$ cat src/ipc_pkg.sv
// Constants, field layout and carrier types for the input path configuration registers
package ipc_pkg;

    // ****************************************************************
    // Clock and rates
    // ****************************************************************
    localparam int unsigned CLK_HZ = 100_000_000;
    localparam int unsigned RATE_1M536_HZ = 1_536_000;
    localparam int unsigned RATE_3M072_HZ = 3_072_000;
    localparam int unsigned RATE_6M144_HZ = 6_144_000;
    localparam int unsigned RATE_768K_HZ = 768_000;
    localparam int ACC_W = 32;

    // Phase step of the microphone clock accumulator for a given rate
    function automatic logic [ACC_W-1:0] ipc_step(input int unsigned hz);
        return ACC_W'((64'(hz) << ACC_W) / 64'(CLK_HZ));
    endfunction : ipc_step

    localparam logic [ACC_W-1:0] STEP_1M536 = ipc_step(RATE_1M536_HZ);
    localparam logic [ACC_W-1:0] STEP_3M072 = ipc_step(RATE_3M072_HZ);
    localparam logic [ACC_W-1:0] STEP_6M144 = ipc_step(RATE_6M144_HZ);
    localparam logic [ACC_W-1:0] STEP_768K = ipc_step(RATE_768K_HZ);

    // ****************************************************************
    // Register map and fields
    // ****************************************************************
    localparam int ADDR_W = 12;
    localparam int DATA_W = 16;
    localparam logic [ADDR_W-1:0] OFS_P2R_CTRL = 12'h31c;
    localparam logic [ADDR_W-1:0] OFS_P2R_DLY = 12'h31e;
    localparam logic [ADDR_W-1:0] OFS_P3L_CTRL = 12'h320;
    localparam logic [ADDR_W-1:0] OFS_P3L_DLY = 12'h322;
    localparam logic [ADDR_W-1:0] OFS_P3R_CTRL = 12'h324;
    localparam logic [ADDR_W-1:0] OFS_P3R_DLY = 12'h326;
    localparam logic [ADDR_W-1:0] OFS_P4L_CTRL = 12'h328;
    localparam logic [ADDR_W-1:0] OFS_P4L_DLY = 12'h32a;
    localparam logic [ADDR_W-1:0] OFS_P4R_CTRL = 12'h32c;
    localparam logic [ADDR_W-1:0] OFS_P4R_DLY = 12'h32e;

    localparam int HPF_BIT = 15;
    localparam int OSR_MSB = 14;
    localparam int OSR_LSB = 13;
    localparam int SUP_MSB = 12;
    localparam int SUP_LSB = 11;
    localparam int MODE_MSB = 10;
    localparam int MODE_LSB = 9;
    localparam int GAIN_MSB = 7;
    localparam int GAIN_LSB = 1;
    localparam int DLY_MSB = 5;
    localparam int DLY_W = 6;
    localparam int HIST_LEN = 64;

    // Channel indices: path2 right, path3 left/right, path4 left/right
    localparam int CHAN_NUM = 5;
    localparam logic [2:0] CH_P2R = 3'h0;
    localparam logic [2:0] CH_P3L = 3'h1;
    localparam logic [2:0] CH_P3R = 3'h2;
    localparam logic [2:0] CH_P4L = 3'h3;
    localparam logic [2:0] CH_P4R = 3'h4;
    localparam logic [2:0] CH_NONE = 3'h7;
    localparam int GAIN_CHANS = 3;

    // ****************************************************************
    // Codes and reset values
    // ****************************************************************
    localparam logic [1:0] RATE_1M536 = 2'h0;
    localparam logic [1:0] RATE_3M072 = 2'h1;
    localparam logic [1:0] RATE_6M144 = 2'h2;
    localparam logic [1:0] RATE_768K = 2'h3;
    localparam logic [1:0] MODE_DIFF = 2'h0;
    localparam logic [1:0] MODE_SINGLE = 2'h1;
    localparam logic [1:0] MODE_DMIC = 2'h2;
    localparam logic [1:0] REF_MIC_SUPPLY = 2'h0;
    localparam logic [6:0] GAIN_MIN = 7'h40;
    localparam logic [6:0] GAIN_MAX = 7'h5f;
    localparam logic [6:0] GAIN_RST = 7'h40;
    localparam logic [1:0] RATE_RST = RATE_3M072;
    localparam logic [1:0] MODE_RST = MODE_DIFF;
    localparam logic [DLY_W-1:0] DLY_RST = 6'h00;

    typedef struct packed {
        logic [1:0] rate;
        logic [1:0] levelRef;
        logic [1:0] mode;
        logic clockRun;
    } ipc_path_cfg_s;

    typedef struct packed {
        logic highpassEn;
        logic [6:0] preampGain;
        logic gainActive;
        logic [DLY_W-1:0] sampleDelay;
    } ipc_chan_cfg_s;

endpackage : ipc_pkg

$ cat src/ipc_input_path_config_regs.sv
// Input path configuration registers with microphone clocks and sample delays
//
// What this block does
// - High-pass filter follows its enable bit
// - Mode field selects differential, single-ended or microphone
// - Rate field sets the microphone clock frequency
// - Path 3 clock runs only in microphone mode
// - Noise cancellation source forces 3.072MHz clock
// - Delay field delays microphone data 0-63 samples
// - Delay unit is the path's own sample
// - Gain 40h-5Fh maps 0-31dB, analogue only
// - Reference field selects logic level supply
// - Path 4 rate field applies in every mode unless its noise cancellation source is selected
`timescale 1ns/1ps
module ipc_input_path_config_regs (
    input wire logic clock,
    input wire logic rst,
    input wire logic regWrite,
    input wire logic regRead,
    input wire logic [ipc_pkg::ADDR_W-1:0] regAddr,
    input wire logic [ipc_pkg::DATA_W-1:0] regWdata,
    output logic [ipc_pkg::DATA_W-1:0] regRdata,
    output logic regReadValid,
    input wire logic [1:0] path2SourceMode,
    input wire logic anc3Select,
    input wire logic anc4Select,
    input wire logic mic3DataIn,
    input wire logic mic4DataIn,
    output logic mic3ClockOut,
    output logic mic4ClockOut,
    output ipc_pkg::ipc_path_cfg_s path3Cfg,
    output ipc_pkg::ipc_path_cfg_s path4Cfg,
    output ipc_pkg::ipc_chan_cfg_s chanCfg [ipc_pkg::CHAN_NUM],
    output logic [3:0] delayedMicBit
);
    import ipc_pkg::*;

    // ****************************************************************
    // Address decode
    // ****************************************************************
    function automatic logic [2:0] ctrlIdx(input logic [ADDR_W-1:0] a);
        case (a)
            OFS_P2R_CTRL: return CH_P2R;
            OFS_P3L_CTRL: return CH_P3L;
            OFS_P3R_CTRL: return CH_P3R;
            OFS_P4L_CTRL: return CH_P4L;
            OFS_P4R_CTRL: return CH_P4R;
            default: return CH_NONE;
        endcase
    endfunction : ctrlIdx

    function automatic logic [2:0] dlyIdx(input logic [ADDR_W-1:0] a);
        case (a)
            OFS_P2R_DLY: return CH_P2R;
            OFS_P3L_DLY: return CH_P3L;
            OFS_P3R_DLY: return CH_P3R;
            OFS_P4L_DLY: return CH_P4L;
            OFS_P4R_DLY: return CH_P4R;
            default: return CH_NONE;
        endcase
    endfunction : dlyIdx

    logic [2:0] addrCtrl;
    logic [2:0] addrDly;
    assign addrCtrl = ctrlIdx(regAddr);
    assign addrDly = dlyIdx(regAddr);

    // ****************************************************************
    // Register storage
    // ****************************************************************
    logic [CHAN_NUM-1:0] hpf;
    logic [6:0] gain [CHAN_NUM];
    logic [DLY_W-1:0] dly [CHAN_NUM];
    logic [1:0] osr3;
    logic [1:0] osr4;
    logic [1:0] sup3;
    logic [1:0] sup4;
    logic [1:0] mode3;
    logic [DATA_W-1:0] ctrlWord [CHAN_NUM];
    logic [DATA_W-1:0] dlyWord [CHAN_NUM];

    genvar c;
    generate
        for (c = 0; c < CHAN_NUM; c++) begin : g_chan
            logic ctrlWr;
            logic dlyWr;
            logic analogue;
            assign ctrlWr = regWrite && (addrCtrl == 3'(c));
            assign dlyWr = regWrite && (addrDly == 3'(c));
            always_ff @(posedge clock or posedge rst) begin
                if (rst) begin
                    hpf[c] <= 1'b0;
                    gain[c] <= GAIN_RST;
                    dly[c] <= DLY_RST;
                end else begin
                    if (ctrlWr) begin
                        hpf[c] <= regWdata[HPF_BIT];
                        if (c < GAIN_CHANS) begin
                            gain[c] <= regWdata[GAIN_MSB:GAIN_LSB];
                        end
                    end
                    if (dlyWr) begin
                        dly[c] <= regWdata[DLY_MSB:0];
                    end
                end
            end
            // path fields live only in the left control word
            assign ctrlWord[c] = {hpf[c],
                                  (c == CH_P3L) ? osr3 : (c == CH_P4L) ? osr4 : 2'h0,
                                  (c == CH_P3L) ? sup3 : (c == CH_P4L) ? sup4 : 2'h0,
                                  (c == CH_P3L) ? mode3 : 2'h0,
                                  1'b0,
                                  (c < GAIN_CHANS) ? gain[c] : 7'h00,
                                  1'b0};
            assign dlyWord[c] = {{(DATA_W-DLY_W){1'b0}}, dly[c]};
            // gain only counts for an analogue source with a defined code
            assign analogue = (c == CH_P2R) ? (path2SourceMode != MODE_DMIC) :
                              (c < GAIN_CHANS) ? (mode3 != MODE_DMIC) : 1'b0;
            assign chanCfg[c].highpassEn = hpf[c];
            assign chanCfg[c].preampGain = (c < GAIN_CHANS) ? gain[c] : 7'h00;
            assign chanCfg[c].gainActive = (c < GAIN_CHANS) && analogue
                                           && (gain[c] >= GAIN_MIN) && (gain[c] <= GAIN_MAX);
            assign chanCfg[c].sampleDelay = dly[c];
        end
    endgenerate

    always_ff @(posedge clock or posedge rst) begin
        if (rst) begin
            osr3 <= RATE_RST;
            osr4 <= RATE_RST;
            sup3 <= REF_MIC_SUPPLY;
            sup4 <= REF_MIC_SUPPLY;
            mode3 <= MODE_RST;
        end else if (regWrite && addrCtrl == CH_P3L) begin
            osr3 <= regWdata[OSR_MSB:OSR_LSB];
            sup3 <= regWdata[SUP_MSB:SUP_LSB];
            mode3 <= regWdata[MODE_MSB:MODE_LSB];
        end else if (regWrite && addrCtrl == CH_P4L) begin
            osr4 <= regWdata[OSR_MSB:OSR_LSB];
            sup4 <= regWdata[SUP_MSB:SUP_LSB];
        end
    end

    // ****************************************************************
    // Read port
    // ****************************************************************
    logic [DATA_W-1:0] next_rdata;
    // Unmapped offsets read as zero
    assign next_rdata = (addrCtrl != CH_NONE) ? ctrlWord[addrCtrl] :
                        (addrDly != CH_NONE) ? dlyWord[addrDly] : '0;

    always_ff @(posedge clock or posedge rst) begin
        if (rst) begin
            regRdata <= '0;
            regReadValid <= 1'b0;
        end else begin
            regReadValid <= regRead;
            if (regRead) begin
                regRdata <= next_rdata;
            end
        end
    end

    // ****************************************************************
    // Effective path settings
    // ****************************************************************
    // noise cancellation source overrides the rate field
    assign path3Cfg.rate = anc3Select ? RATE_3M072 : osr3;
    // path 4 has no mode, the rate applies unless noise cancellation overrides it
    assign path4Cfg.rate = anc4Select ? RATE_3M072 : osr4;
    assign path3Cfg.levelRef = sup3;
    assign path4Cfg.levelRef = sup4;
    assign path3Cfg.mode = mode3;
    assign path4Cfg.mode = MODE_DMIC;
    // path 3 microphone clock only in microphone mode
    assign path3Cfg.clockRun = (mode3 == MODE_DMIC);
    assign path4Cfg.clockRun = 1'b1;

    // ****************************************************************
    // Microphone clocks and sample delay lines
    // ****************************************************************
    logic [1:0] micData;
    logic [1:0] micClk;
    logic [1:0] riseTick;
    logic [1:0] fallTick;
    logic [HIST_LEN-1:0] hist [4];
    assign micData = {mic4DataIn, mic3DataIn};
    assign mic3ClockOut = micClk[0];
    assign mic4ClockOut = micClk[1];

    genvar p;
    generate
        for (p = 0; p < 2; p++) begin : g_path
            logic [2:0] sync;
            logic stable;
            localparam int CL = 2 * p;
            localparam int CR = 2 * p + 1;

            ipc_mic_clock_gen u_clk (
                .clock(clock),
                .rst(rst),
                .enable((p == 0) ? path3Cfg.clockRun : path4Cfg.clockRun),
                .rate((p == 0) ? path3Cfg.rate : path4Cfg.rate),
                .micClock(micClk[p]),
                .riseTick(riseTick[p]),
                .fallTick(fallTick[p])
            );

            // Data only counts once the last two stages agree
            always_ff @(posedge clock or posedge rst) begin
                if (rst) begin
                    sync <= '0;
                    stable <= 1'b0;
                end else begin
                    sync <= {sync[1:0], micData[p]};
                    if (sync[1] == sync[2]) begin
                        stable <= sync[2];
                    end
                end
            end

            // left shifts on rising edges, right on falling, of this path's clock
            always_ff @(posedge clock or posedge rst) begin
                if (rst) begin
                    hist[CL] <= '0;
                    hist[CR] <= '0;
                    delayedMicBit[CL] <= 1'b0;
                    delayedMicBit[CR] <= 1'b0;
                end else begin
                    if (riseTick[p]) begin
                        hist[CL] <= {hist[CL][HIST_LEN-2:0], stable};
                    end
                    if (fallTick[p]) begin
                        hist[CR] <= {hist[CR][HIST_LEN-2:0], stable};
                    end
                    delayedMicBit[CL] <= hist[CL][dly[CL+1]];
                    delayedMicBit[CR] <= hist[CR][dly[CR+1]];
                end
            end
        end
    endgenerate
endmodule : ipc_input_path_config_regs

$ cat src/ipc_mic_clock_gen.sv
// Digital microphone clock generator driven by a phase accumulator
`timescale 1ns/1ps
module ipc_mic_clock_gen (
    input wire logic clock,
    input wire logic rst,
    input wire logic enable,
    input wire logic [1:0] rate,
    output logic micClock,
    output logic riseTick,
    output logic fallTick
);
    import ipc_pkg::*;

    logic [ACC_W-1:0] acc;
    logic [ACC_W-1:0] step;
    logic [ACC_W-1:0] next_acc;

    // Rates are not exact divisions of the system clock; the accumulator
    // keeps the average right at the cost of one cycle of edge jitter.
    assign step = (rate == RATE_1M536) ? STEP_1M536 :
                  (rate == RATE_3M072) ? STEP_3M072 :
                  (rate == RATE_6M144) ? STEP_6M144 : STEP_768K;
    assign next_acc = enable ? acc + step : '0;
    assign micClock = acc[ACC_W-1];

    always_ff @(posedge clock or posedge rst) begin
        if (rst) begin
            acc <= '0;
            riseTick <= 1'b0;
            fallTick <= 1'b0;
        end else begin
            acc <= next_acc;
            riseTick <= ~acc[ACC_W-1] & next_acc[ACC_W-1];
            fallTick <= acc[ACC_W-1] & ~next_acc[ACC_W-1];
        end
    end

endmodule : ipc_mic_clock_gen

$ cat config.mk
export PLATFORM = sky130hd
export DESIGN_NAME = ipc_input_path_config_regs
export DESIGN_NICKNAME = d
export VERILOG_FILES = /design/src/ipc_pkg.sv /design/src/ipc_input_path_config_regs.sv /design/src/ipc_mic_clock_gen.sv
export SDC_FILE = /design/constraint.sdc
export NUM_CORES = 1
export LEC_CHECK = 0
export ABC_AREA = 0
export BUFFER_PORTS_ARGS = -buffer_cell sky130_fd_sc_hd__buf_2
export CORE_UTILIZATION = 45
export CTS_CLUSTER_SIZE = 30
export DETAILED_ROUTE_END_ITERATION = 10
export PLACE_DENSITY = 0.72
export SYNTH_ARGS = -nofsm -noshare
export SYNTH_HDL_FRONTEND = slang
export SYNTH_SLANG_ARGS = --single-unit
$ cat constraint.sdc
create_clock -name clock -period 17.58 [get_ports clock]
set_input_delay 1.758 -clock clock [delete_from_list [all_inputs] [get_ports clock]]
set_output_delay 1.758 -clock clock [all_outputs]
set_load 0.03 [all_outputs]
==> metrics.md <==
| Metric | Value |
|---|---|
| Status | `finished, final reports clean` |
| CP max FO | `131` |
| Reg area | `10500 um^2` |
| Share of cells above drive strength 1 | `39.2%` |
| Top cell type's share of synthesized area | `roughly 50%` |
| CTS resizes | `0` |
| Top achievable clock speed | `216 MHz` |
| Met1 GRT Util | `approximately a quarter` |
| Core Box Area | `44700 um^2` |
| Flop2flop setup slack | `13.93 ns` |
| Global route overflow | `0` |
| Min-delay src | `g_path[1].sync[0]` |
| Max-slew violations | `0` |
| Fillcell total | `between 3000 and 4000` |
| Detail Placement HPWL | `around 30000 um` |
| Die Wd | `approximately 220 um` |
| DRT Pass-1 Iters | `5` |
| Leak | `between 10 and 15 nW` |
| Max Clock Skew | `between 0.02 and 0.025 ns` |
| Gate Count Post-Synth | `between 1500 and 2000` |
| Cell area power density | `~100 nW/um^2` |
| # hold bufs at CTS | `0` |
| Via/cell ratio | `roughly 5.7` |
| Post-synth ARST share | `100%` |
| Final period util | `roughly a quarter` |
| Via count | `~13000` |
| RSZ-0062 raised after global routing | `false` |
| Post-layout worst setup margin | `between 10 and 15 ns` |
| FP Rows | `77` |
| Synth area leader | `dfrtp_1` |
| Bufs and invs on worst path | `5` |
| Critical Path RT | `about 18 ns` |
| Seq/Total Area, Yosys | `between 50% and 60%` |
| Worst min path class | `reg2reg` |
| Final WL | `between 40000 and 50000 um` |
| Hold Vio Cnt, Final | `0` |
| Post-route antenna net violation count | `0` |
| Die Ht | `216 um` |
| CTS tree | `yes` |
| Crit-path slowest cell | `buf_4` |
| CP Launch Type | `primary input` |
| Synthesized area per cell | `about 14 um^2` |
| Setup TNS | `0 ns` |
| Sink Count | `between 400 and 500` |
| Routability Congestion | `approximately 0.86` |
| Number of synthesized flops with an enable pin | `0` |
| Post-Syn Area | `approximately 21000 um^2` |
| I/O pin total | `150` |
| Vias in the first global route | `about 13000` |
| Worst vdd ir | `between 0.06 and 0.07 mV` |
| Worst-Skew Late Latency | `~0.57 ns` |
| Area of the multi-input gates | `around 9600 um^2` |
| Most common cell in the netlist | `dfrtp_1` |
| Met3 capacity usage during global routing | `~4.2%` |
| Worst Path Arrival | `approximately 5 ns` |
| Worst-path cell chain | `buf_2 > inv_8 > buf_4 > buf_4 > buf_4` |
| Area Overhead vs Synth | `13.3%` |
| CP most frequent cell | `buf_4` |
| # DRC | `0` |
| Dpl ws | `~12 ns` |
| First-pass GRT wire length | `around 73000 um` |
| Critical path class | `in2async` |
| Number of setup buffers added after CTS | `0` |
| Top_reg_cell synth | `dfrtp_1` |
| Crit path from | `rst` |
| Worst slew pin tran | `between 0.9 and 1 ns` |
| Clock root cell | `clkbuf_16` |
| Die area | `about 47000 um^2` |
| Synthesized flop and latch total | `418` |
| Gr usage total | `between 15 and 20%` |
| Drt wl/cell | `19.8 um` |
| Initial Utilization | `a little under half` |
| Max-slew headroom | `a little over a third` |
| Worst reg2reg startpoint | `osr4[1]` |
| Post-layout nets | `between 1500 and 2000` |
| Clock transition at path regs | `approximately 0.060 ns` |
| Buffers on Ports | `around 130` |
| Initial antenna violation count | `1` |
| CTS max path bufs | `3` |
| Maximum level of the CTS H-tree | `2` |
| Top cells by area, synth | `dfrtp_1 (50%), mux2_2 (16%), mux4_2 (9.2%)` |
| Critical path endpoint category | `async pin` |
| Cell variety after synth | `between 70 and 80` |
| Top cells by instance count after synthesis | `dfrtp_1 (413), mux2_2 (298), mux4_2 (84)` |
| Kind of cell adding the most delay to the critical path | `buffers and inverters` |
| Largest net degree at the start of global routing | `132` |
| Met2 usage | `31.7%` |
| Number of max-cap violations | `0` |
| Gr busiest metal | `met2` |
| Final min period | `~4.6 ns` |
| CP max stage delay | `roughly 0.88 ns` |
| TritonCTS Buffers | `45` |
| Warnings, synthesis | `0` |
| Final setup vio count | `0` |
| Detailed Route Iter0 Violations | `approximately 1100` |
worst reg2reg max path: cells and delay by family (launching register included):
family	cells	cell delay, ns
flops	1	0.46
fa+ha+maj	3	1.07
buf+inv	2	0.19
simple gates	3	0.52
compound gates	4	1.36
sequential cells by signal, summed over array words and instances (netlist names):
register,count
mode3,2
osr3,2
g_path.sync,6
g_path.u_clk.acc,64
osr4,2
regRdata,15
delayedMicBit,4
g_path.u_clk.fallTick,2
sup3,2
hist,256
sup4,2
g_path.u_clk.riseTick,2
chanCfg,56
regReadValid,1
g_path.stable,2
area by class of cell:
type / instances / area share (%)
Clock buffer: 62 / 5.71
Clock inverter: 22 / 1.18
Timing Repair Buffer: 149 / 3.42
Inverter: 38 / 0.644
Antenna cell: 1 / 0.0107
Sequential cell: 418 / 44.9
Multi-Input combinational cell: 978 / 41.0
Tap cell: 592 / 3.18
path summary, 6_finish.rpt:
check                                           end  cells past startpoint
max                        g_path[1].u_clk.fallTick                      5
min                               g_path[1].sync[1]                      0
max reg2reg                 g_path[1].u_clk.acc[31]                     12
min in group asynchronous                  hist[80]                      2
max in group clock          g_path[1].u_clk.acc[31]                     13
min reg2reg                       g_path[1].sync[1]                      0
cell usage in the layout, fill, tap and decap left out, drive strengths merged, types with 11 or more instances in the layout:
cell type  count
dfrtp        413
mux2         322
buf          149
mux4          84
clkbuf        62
nand2         58
ha            55
nor2          49
a21oi         42
inv           40
xnor2         35
o21ai         33
conb          20
nand3         20
a21o          18
nor3          16
xor2          14
and3          13
nand4         12
a31oi         11
clkinv        11
logic make-up after synthesis:
| logic type | count (synthesis) | share of synthesized area (%) |
|---|---|---|
| buffers and inverters | 129 | 3.15 |
| other | 2 | 0.0365 |
| AOI/OAI and AO/OA | 212 | 7.33 |
| and+or+nand+nor | 227 | 5.91 |
| DFF | 418 | 50.9 |
| muxes | 411 | 27.1 |
| adders and majority gates | 59 | 3.59 |
| xor gates and xnor gates | 49 | 2.09 |
report_power, final:
part	internal [mW]	total [mW]	switching [mW]	leakage [nW]
clock	0.607	1.00	0.397	0.789
sequential	1.01	1.04	0.0246	5.72
combinational	0.134	0.329	0.194	4.77
total	1.75	2.37	0.616	11.3
metal layers:
layer  wire (um)  vias to the layer above
li1            -                     5858
met1       19600                     6632
met2       21400                      283
met3        2490                       69
met4        1130                        0
met5           0                        -
per-stage QoR:
step                std cells  total power, mW  hold WS, ns  utilization, %  instance area [um^2]
floorplan                1525             1.32        0.331               -                 20600
global placement         2175             1.37        0.338            48.6                 21700
detailed placement       2175             1.38        0.338            48.6                 21700
CTS                      2259             2.39        0.356            52.2                 23300
global route             2260             2.48        0.369            52.2                 23300
finish                   2260             2.37        0.353            52.2                 23300
No activity file was read; power rests on OpenSTA's default activity.
